[src/rtl/drc_defs.vh]
`ifndef DRC_DEFS_VH
`define DRC_DEFS_VH
// timing figures and derived cycle counts, 25 MHz clock
`define DRC_CLK_MHZ          25
`define DRC_PAUSE_US         100
`define DRC_PAUSE_CYC        (`DRC_PAUSE_US * `DRC_CLK_MHZ)
`define DRC_TREF_MS          16
`define DRC_ROWS             1024
`define DRC_TREF_CYC         (`DRC_TREF_MS * 1000 * `DRC_CLK_MHZ)
`define DRC_REF_INTERVAL_CYC (`DRC_TREF_CYC / `DRC_ROWS)
`define DRC_WAKE_CYCLES      8
`define DRC_ADDR_W           10
`define DRC_PHASE_CYC        4
// refresh kinds on the command port
`define DRC_KIND_ROW_ONLY    2'h0
`define DRC_KIND_COL_FIRST   2'h1
`define DRC_KIND_HIDDEN      2'h2
`define DRC_KIND_TEST_ENTRY  2'h3
`endif

[src/rtl/drc_ctrl.v]
`timescale 1ns/1ps
`include "drc_defs.vh"
// Operation
// - row-only refresh drives the row address when the row strobe falls.
// - refresh_during_read_hold keeps write high, output enable low, column low.
// - write strobe stays high through every column-first refresh.
// - after power-up issue eight row-only or column-first wake-up cycles.
// - wait at least 100 us after power-up before wake-up cycles.
// - refresh all 1024 rows within every 16 ms.
// - repeat the eight-cycle wake-up after any refresh interval violation.
module drc_ctrl #(
	parameter PAUSE_CYC    = `DRC_PAUSE_CYC,
	parameter INTERVAL_CYC = `DRC_REF_INTERVAL_CYC,
	parameter TREF_CYC     = `DRC_TREF_CYC,
	parameter WAKE_CYCLES  = `DRC_WAKE_CYCLES,
	parameter ADDR_W       = `DRC_ADDR_W
) (
	clock,
	reset,
	req_valid,
	req_kind,
	req_ready,
	use_column_first,
	ready_for_access,
	in_test_mode,
	refresh_overdue,
	row_strobe_n,
	col_strobe_n,
	write_strobe_n,
	out_enable_n,
	multiplexed_addr
);
	input  wire              clock;
	input  wire              reset;
	input  wire              req_valid;
	input  wire [1:0]        req_kind;
	output wire              req_ready;
	input  wire              use_column_first;
	output wire              ready_for_access;
	output wire              in_test_mode;
	output wire              refresh_overdue;
	output reg               row_strobe_n;
	output reg               col_strobe_n;
	output reg               write_strobe_n;
	output reg               out_enable_n;
	output reg  [ADDR_W-1:0] multiplexed_addr;

	localparam ST_PAUSE = 3'h0;
	localparam ST_IDLE  = 3'h1;
	localparam ST_SETUP = 3'h2;
	localparam ST_ROW   = 3'h3;
	localparam ST_HOLD  = 3'h4;
	localparam ST_PRE   = 3'h5;

	localparam [31:0] PHASE_LAST = `DRC_PHASE_CYC - 1;

	////////////////////////////////////////////////////////////////////////
	reg [2:0]        state_ff;
	reg [2:0]        nxt_state;
	reg [1:0]        kind_ff;
	reg [1:0]        nxt_kind;
	reg              own_ff;
	reg              nxt_own;
	reg [2:0]        phase_ff;
	reg [2:0]        nxt_phase;
	reg [31:0]       pause_ff;
	reg [3:0]        wake_ff;
	reg [ADDR_W-1:0] row_ff;
	reg [31:0]       age_ff;
	reg              test_ff;
	reg              debt_ff;
	wire             tick;
	wire             row_done;
	wire             wake_kind;
	wire             awake;

	assign awake            = ({28'h0, wake_ff} == WAKE_CYCLES);
	assign ready_for_access = awake;
	assign in_test_mode     = test_ff;
	assign refresh_overdue  = (age_ff >= TREF_CYC);
	assign req_ready        = (state_ff == ST_IDLE) && awake && !debt_ff && !tick;
	assign row_done         = (state_ff == ST_PRE) && (phase_ff == 3'h0);
	assign wake_kind        = (kind_ff == `DRC_KIND_ROW_ONLY) || (kind_ff == `DRC_KIND_COL_FIRST);

	drc_tick #(
		.PERIOD (INTERVAL_CYC)
	) u_tick (
		.clock   (clock),
		.reset   (reset),
		.restart (state_ff == ST_PAUSE),
		.tick    (tick)
	);

	////////////////////////////////////////////////////////////////////////
	// sequencing
	always @* begin
		nxt_state = state_ff;
		nxt_kind  = kind_ff;
		nxt_own   = own_ff;
		nxt_phase = (phase_ff == 3'h0) ? 3'h0 : phase_ff - 3'h1;
		case (state_ff)
			ST_PAUSE: begin
				if (pause_ff >= PAUSE_CYC) begin
					nxt_state = ST_IDLE;
				end
			end
			ST_IDLE: begin
				if (!awake || debt_ff || tick) begin
					// wake-up uses only row-only or column-first
					nxt_kind  = use_column_first ? `DRC_KIND_COL_FIRST : `DRC_KIND_ROW_ONLY;
					nxt_own   = 1'b1;
					nxt_state = ST_SETUP;
					nxt_phase = PHASE_LAST[2:0];
				end else if (req_valid) begin
					nxt_kind  = req_kind;
					nxt_own   = 1'b0;
					nxt_state = ST_SETUP;
					nxt_phase = PHASE_LAST[2:0];
				end
			end
			ST_SETUP: begin
				if (phase_ff == 3'h0) begin
					nxt_state = ST_ROW;
					nxt_phase = PHASE_LAST[2:0];
				end
			end
			ST_ROW: begin
				if (phase_ff == 3'h0) begin
					nxt_state = ST_HOLD;
					nxt_phase = PHASE_LAST[2:0];
				end
			end
			ST_HOLD: begin
				if (phase_ff == 3'h0) begin
					nxt_state = ST_PRE;
					nxt_phase = PHASE_LAST[2:0];
				end
			end
			ST_PRE: begin
				if (phase_ff == 3'h0) begin
					nxt_state = ST_IDLE;
				end
			end
			default: begin
				nxt_state = ST_IDLE;
			end
		endcase
	end

	always @(posedge clock) begin
		if (reset) begin
			state_ff <= ST_PAUSE;
			kind_ff  <= 2'h0;
			own_ff   <= 1'b0;
			phase_ff <= 3'h0;
			pause_ff <= 32'h0;
		end else begin
			state_ff <= nxt_state;
			kind_ff  <= nxt_kind;
			own_ff   <= nxt_own;
			phase_ff <= nxt_phase;
			if (state_ff == ST_PAUSE) begin
				pause_ff <= pause_ff + 32'h1;
			end
		end
	end

	////////////////////////////////////////////////////////////////////////
	// bookkeeping: wake count, row counter, refresh age, test mode
	always @(posedge clock) begin
		if (reset) begin
			wake_ff <= 4'h0;
			row_ff  <= {ADDR_W{1'b0}};
			age_ff  <= 32'h0;
			test_ff <= 1'b1;
			debt_ff <= 1'b0;
		end else begin
			if (age_ff < TREF_CYC) begin
				age_ff <= age_ff + 32'h1;
			end
			if (refresh_overdue) begin
				wake_ff <= 4'h0;
			end else if (row_done && wake_kind && !awake) begin
				wake_ff <= wake_ff + 4'h1;
			end
			if (tick && state_ff != ST_PAUSE) begin
				debt_ff <= 1'b1;
			end else if (row_done && own_ff) begin
				debt_ff <= 1'b0;
			end
			if (row_done) begin
				row_ff <= row_ff + {{(ADDR_W-1){1'b0}}, 1'b1};
				if (row_ff == {ADDR_W{1'b1}}) begin
					age_ff <= 32'h0;
				end
				if (kind_ff == `DRC_KIND_TEST_ENTRY) begin
					test_ff <= 1'b1;
				end else if (wake_kind) begin
					test_ff <= 1'b0;
				end
			end
		end
	end

	////////////////////////////////////////////////////////////////////////
	// pin drive
	always @(posedge clock) begin
		if (reset) begin
			row_strobe_n     <= 1'b1;
			col_strobe_n     <= 1'b1;
			write_strobe_n   <= 1'b1;
			out_enable_n     <= 1'b1;
			multiplexed_addr <= {ADDR_W{1'b0}};
		end else begin
			row_strobe_n   <= !(nxt_state == ST_ROW || nxt_state == ST_HOLD);
			write_strobe_n <= 1'b1;
			out_enable_n   <= 1'b1;
			col_strobe_n   <= 1'b1;
			case (nxt_kind)
				`DRC_KIND_ROW_ONLY: begin
					multiplexed_addr <= row_ff;
				end
				`DRC_KIND_COL_FIRST: begin
					col_strobe_n <= !(nxt_state == ST_SETUP || nxt_state == ST_ROW);
				end
				`DRC_KIND_HIDDEN: begin
					col_strobe_n <= (nxt_state == ST_IDLE || nxt_state == ST_PAUSE);
					out_enable_n <= (nxt_state == ST_IDLE || nxt_state == ST_PAUSE);
				end
				default: begin
					col_strobe_n   <= !(nxt_state == ST_SETUP || nxt_state == ST_ROW);
					write_strobe_n <= !(nxt_state == ST_SETUP || nxt_state == ST_ROW
						|| nxt_state == ST_HOLD);
				end
			endcase
		end
	end
endmodule

[src/rtl/drc_tick.v]
`timescale 1ns/1ps
module drc_tick #(
	parameter PERIOD = 390
) (
	clock,
	reset,
	restart,
	tick
);
	input  wire clock;
	input  wire reset;
	input  wire restart;
	output wire tick;

	reg [31:0] cnt_ff;

	assign tick = (cnt_ff == PERIOD - 1);

	always @(posedge clock) begin
		if (reset || restart || tick) begin
			cnt_ff <= 32'h0;
		end else begin
			cnt_ff <= cnt_ff + 32'h1;
		end
	end
endmodule

[config.mk]
export PLATFORM = sky130hd
export DESIGN_NAME = drc_ctrl
export DESIGN_NICKNAME = d
export VERILOG_FILES = /design/src/rtl/drc_ctrl.v /design/src/rtl/drc_tick.v
export VERILOG_INCLUDE_DIRS = /design/src /design/src/rtl
export SDC_FILE = /design/constraint.sdc
export NUM_CORES = 1
export LEC_CHECK = 0
export ABC_AREA = 1
export BUFFER_PORTS_ARGS = -buffer_cell sky130_fd_sc_hd__buf_2
export CELL_PAD_IN_SITES_DETAIL_PLACEMENT = 1
export CELL_PAD_IN_SITES_GLOBAL_PLACEMENT = 2
export CORE_AREA = 2 2 140 142
export CTS_CLUSTER_SIZE = 14
export DETAILED_ROUTE_END_ITERATION = 7
export DIE_AREA = 0 0 142 144
export PLACE_DENSITY = 0.82
export SLEW_MARGIN = 15
export SYNTH_ARGS = -nofsm -noshare
export SYNTH_HDL_FRONTEND = slang
export SYNTH_SLANG_ARGS = --single-unit
[constraint.sdc]
create_clock -name clock -period 4.9 [get_ports clock]
set_input_delay 1.47 -clock clock [delete_from_list [all_inputs] [get_ports clock]]
set_output_delay 1.47 -clock clock [all_outputs]
set_load 0.005 [all_outputs]
# Word-level counts from Yosys, hierarchy flattened
# Cells that the tools add are included.
dict set report op_classes {
  add_sub_neg 6
  n_mul 0
  div_mod_pow 0
  order_cmp 3
  eq_ne 16
  n_shift 0
  muxes 27
  n_bitwise 1
  n_reduce_logical 38
}
# cell count
set ops {}
lappend ops {{$add A32 B1 Y32 const B} 3}
lappend ops {{$mux W32} 3}
lappend ops {{$mux W3} 11}
lappend ops {{$eq A32 B9 Y1 const B} 1}
lappend ops {{$ge A32 B12 Y1 const B} 1}
lappend ops {{$ge A32 B19 Y1 const B} 1}
lappend ops {{$lt A32 B19 Y1 const B} 1}
lappend ops {{$pmux W3 S6} 1}
lappend ops {{$eq A3 B2 Y1 const B} 4}
lappend ops {{$add A10 B1 Y10 const B} 1}
lappend ops {{$eq A10 B10 Y1 const B} 1}
lappend ops {{$eq A3 B3 Y1 const B} 3}
lappend ops {{$logic_not A3 Y1} 3}
lappend ops {{$logic_or A1 B1 Y1} 9}
lappend ops {{$logic_and A1 B1 Y1} 8}
lappend ops {{$mux W1} 7}
lappend ops {{$eq A3 B1 Y1 const B} 2}
lappend ops {{$logic_not A1 Y1} 6}
lappend ops {{$mux W2} 3}
lappend ops {{$pmux W3 S2} 1}
lappend ops {{$reduce_bool A2 Y1} 3}
lappend ops {{$add A4 B1 Y4 const B} 1}
lappend ops {{$eq A2 B1 Y1 const B} 2}
lappend ops {{$eq A2 B2 Y1 const B} 2}
lappend ops {{10 further kinds} 13}
dict set report totals {
  ff_bits 135
  latchBits 0
  ram_bits 0
  rom_bits 0
  input_bits 6
  out_inout_bits 18
  wordCells 107
  n_memories 0
}

# Longest topological paths before layout
dict set report logic_depth {
  ltp_word 10
  mapped_depth 17
  depth_no_buf 16
}

# Modules after synthesis
# From an unflattened synthesis, not the netlist that was laid out.
dict set report hier_totals {
  hier_cells 1152
  hier_area_um2 7295.7
}
# mod instances cells_each area_per_inst_um2 seq_area_each_um2
set by_module_without_submodules {}
lappend by_module_without_submodules {drc_ctrl 1 828 5308.8 2062.0}
lappend by_module_without_submodules {drc_tick 1 324 1986.9 640.6}

# Least setup slack after synthesis
# OpenSTA, ideal clock, no wires.
dict set report synth_timing {
  path_type {input to register}
  start {input req_valid}
  end {register multiplexed_addr[7]}
  setup_ps 65
  arrival_time_ps 2843
  t_required_ps 4835
  path_slack_ps 1992
  path_stages 10
  path_buffers 2
  path_cell_list {inv_1 -> nand3_1 -> nand2_1 -> nand2_1 -> o211ai_1 -> ha_1 -> clkbuf_1 -> clkbuf_1 -> o21ai_0 -> nor2_1}
}
dict set report synth_between {
  elab_chain_len 4
}
# element line_no
set synth_lines {}
lappend synth_lines {{start: declaration} drc_ctrl.v:35} ;# input wire req_valid;
lappend synth_lines {{$mux W2} drc_ctrl.v:114} ;# end else if (req_valid) begin
lappend synth_lines {{$mux W2} drc_ctrl.v:108} ;# if (!awake || debt_ff || tick) begin
lappend synth_lines {{$mux W2} drc_ctrl.v:101} ;# case (state_ff)
lappend synth_lines {{$logic_not A2 Y1} drc_ctrl.v:219} ;# case (nxt_kind)
lappend synth_lines {{end signal: assignment} drc_ctrl.v:213} ;# multiplexed_addr <= {ADDR_W{1'b0}};
lappend synth_lines {{end signal: assignment} drc_ctrl.v:221} ;# multiplexed_addr <= row_ff;
lappend synth_lines {{end: declaration} drc_ctrl.v:46} ;# output reg [ADDR_W-1:0] multiplexed_addr;
# Every way passes these cells.
# A chain may end at the register's enable or synchronous reset.

# Worst setup path after layout
dict set report layout_timing {
  start {register age_ff[11]}
  end {output refresh_overdue}
}
dict set report layout_between {
  elab_chain_len 1
}
# element line_no
set layout_lines {}
lappend layout_lines {{start: declaration} drc_ctrl.v:69} ;# reg [31:0] age_ff;
lappend layout_lines {{start signal: assignment} drc_ctrl.v:179} ;# age_ff <= age_ff + 32'h1;
lappend layout_lines {{$ge A32 B19 Y1} drc_ctrl.v:80} ;# assign refresh_overdue = (age_ff >= TREF_CYC);
lappend layout_lines {{end: declaration} drc_ctrl.v:41} ;# output wire refresh_overdue;
# Every way passes these cells.

==> results.sh <==
export IMPL_post_cts_resized=0
export IMPL_root_buffer="clkbuf_16"
export IMPL_vias=6575
export IMPL_most_common_layout_cells="nand2_1 (259), nor2_1 (165), inv_1 (136)"
export IMPL_start_kind="flop"
export IMPL_grt_pass1_wl_um=32110
export IMPL_finalSetupTns_ns=0
export IMPL_cts_hold_buf=0
export IMPL_ys_ff_latch=135
export IMPL_period_share_pct=71.09
export IMPL_yosys_warnings=0
export IMPL_clk_pin_slew_ns=0.07
export IMPL_rsz0062_at_grt="false"
export IMPL_p_leak_uw=0.003176
export IMPL_min_from="age_ff[24]"
export IMPL_first_iter_violations=274
export IMPL_powerDensity_mw_per_mm2=340.4
export IMPL_fmax_mhz=287.1
export IMPL_status="completed"
export IMPL_worst_path_max_fanout=25
export IMPL_r2r_start="u_tick.cnt_ff[0]"
export IMPL_core_mm2=0.01908
export IMPL_antenna_found_initial=0
export IMPL_grt_overflow=0
export IMPL_dr_pass1_iters=4
export IMPL_period_needed_ns=3.483
export IMPL_row_count=51
export IMPL_utilization_pct=41.77
export IMPL_synthArstFlopShare_pct=0
export IMPL_setup_viol=0
export IMPL_viasPerCell=4.918
export IMPL_grt_use_total_pct=19.58
export IMPL_grt_max_degree=33
export IMPL_ys_seq_area_share_pct=38.22
export IMPL_n_fill_cell=2466
export IMPL_end_kind="output pin"
export IMPL_routed_wl_um=18960
export IMPL_critPathKind="flop to output pin"
export IMPL_cts_buffers=17
export IMPL_die_x_um=142
export IMPL_nets=1103
export IMPL_cp_data_arrival_time_ns=2.01
export IMPL_syn_num_nets=1078
export IMPL_worstPathRequired_ns=3.43
export IMPL_finalHoldViolations=0
export IMPL_synth_edf_count=0
export IMPL_setup_ws_ns=1.417
export IMPL_dp_hpwl_um=14020
export IMPL_drtAntennaViolNets=0
export IMPL_ioPinCount=24
export IMPL_diodes=0
export IMPL_first_global_vias=6579
export IMPL_port_buffers=23
export IMPL_final_setup_skew_ns=0.008496
export IMPL_cp_startpoint="age_ff[11]"
export IMPL_clock_latency_ns=0.43
export IMPL_synthCells=1061
export IMPL_synth_area_mm2=0.007071
export IMPL_drive_above_1_share_pct=8.917
export IMPL_cts_sinks=135
export IMPL_pre_cts_ws_ns=1.605
export IMPL_start_util_pct=37.06
export IMPL_maxSlewHeadroom_pct=60.62
export IMPL_post_cts_buffers=0
export IMPL_ir_drop_mv=0.2295
export IMPL_htreeDepth=4
export IMPL_area_growth_pct=12.72
export IMPL_cts_tree="yes"
export IMPL_gp_congestion=0.7835
export IMPL_drv_slew=0
export IMPL_final_common_cell="nand2_1"
export IMPL_avgSynthCellArea_um2=6.664
export IMPL_hold_ws_ns=0.4350
export IMPL_tightest_slew_ns=0.5862
export IMPL_synth_flop_cell="dfxtp_1"
export IMPL_ys_types=43
export IMPL_die_h_um=144
export IMPL_hold_path_class="flop to flop"
export IMPL_die_area_mm2=0.02045
export IMPL_cap_violations=0
export IMPL_wl_per_cell_um=14.18
export IMPL_clk_path_buf_depth=2
export IMPL_drc_errors=0
[per-stage QoR]
step                      area, um^2  cells  power, uW
final                           7970   1337       2713
after global routing            7970   1337       2851
after CTS                       7970   1337       2753
after detailed placement        7412   1305       1502
after global placement          7412   1305       1499
after floorplan                 7071   1061       1420
[critical path: stages, from the launching register on]
cell and delay (ns):
dfxtp_1 0.45, nand2_1 0.11, nor3_1 0.13, a31oi_1 0.10
nand2_1 0.09, nand2_1 0.11, nand2_2 0.38, buf_2 0.20
[power by group]
group,total [uW],leakage (uW),internal (uW),switching (uW)
Sequential,1190,0.00109,1150,39.5
Combinational,291,0.00182,88.6,202
Clock,1240,0.000272,668,568
[area by class of cell]
type                       count  area, um^2  share of cell area [%]
multi-input combinational    762        3737                   46.89
sequential                   135        2703                   33.91
inverter                     145       544.3                   6.829
clock buffer                  17       425.4                   5.338
tap                          238       297.8                   3.736
clock inverter                15       132.6                   1.664
timing repair buffer          25       130.1                   1.633
[cells in the mapped netlist (all sizes together) (11+ instances only)]
| library cell | n | area, um^2 |
|---|---|---|
| nor3 | 48 | 275.3 |
| inv | 145 | 544.3 |
| dfxtp | 135 | 2703 |
| nand3 | 49 | 250.2 |
| nor2 | 173 | 716.9 |
| xor2 | 25 | 219.0 |
| nand4 | 36 | 237.7 |
| o21ai | 45 | 225.2 |
| ha | 11 | 137.6 |
| nand2 | 265 | 1020 |
| clkbuf | 13 | 48.80 |
| a21oi | 66 | 334.1 |
[layer usage]
| layer | wire (um) | GRT usage (%) |
|---|---|---|
| met1 | 9899 | 26.88 |
| met2 | 8438 | 31.63 |
| met3 | 295 | 2.583 |
| met4 | 327 | 7.053 |
| met5 | 0 | 0 |
[state kept, by name, indices dropped and copies added (netlist names)]
name,flops
age_ff,32
pause_ff,32
u_tick.cnt_ff,32
multiplexed_addr,10
row_ff,10
wake_ff,4
phase_ff,3
state_ff,3
kind_ff,2
col_strobe_n,1
debt_ff,1
in_test_mode,1
out_enable_n,1
own_ff,1
row_strobe_n,1
write_strobe_n,1
[final timing paths]
check	endpoint	slack, ns	depth (start not counted)
worst max-delay path	refresh_overdue	1.42	7
worst min-delay path	age_ff[24]	0.44	2
worst max register to register	multiplexed_addr[1]	2.26	15
worst min register to register	age_ff[24]	0.44	2
[kinds of logic (layout without fill, tap and decap cells)]
logic type               count (synthesis)  in the layout  share of synthesized area (%)
buffers and inverters                  164            202                          8.919
adder cells (fa/ha/maj)                 11             11                          1.947
flip-flops                             135            135                          38.22
XOR/XNOR                                30             30                          3.716
AO/OA/AOI/OAI                          131            131                          10.03
AND/OR/NAND/NOR                        590            590                          37.16
Note: power is estimated with default switching activity, not from simulation.
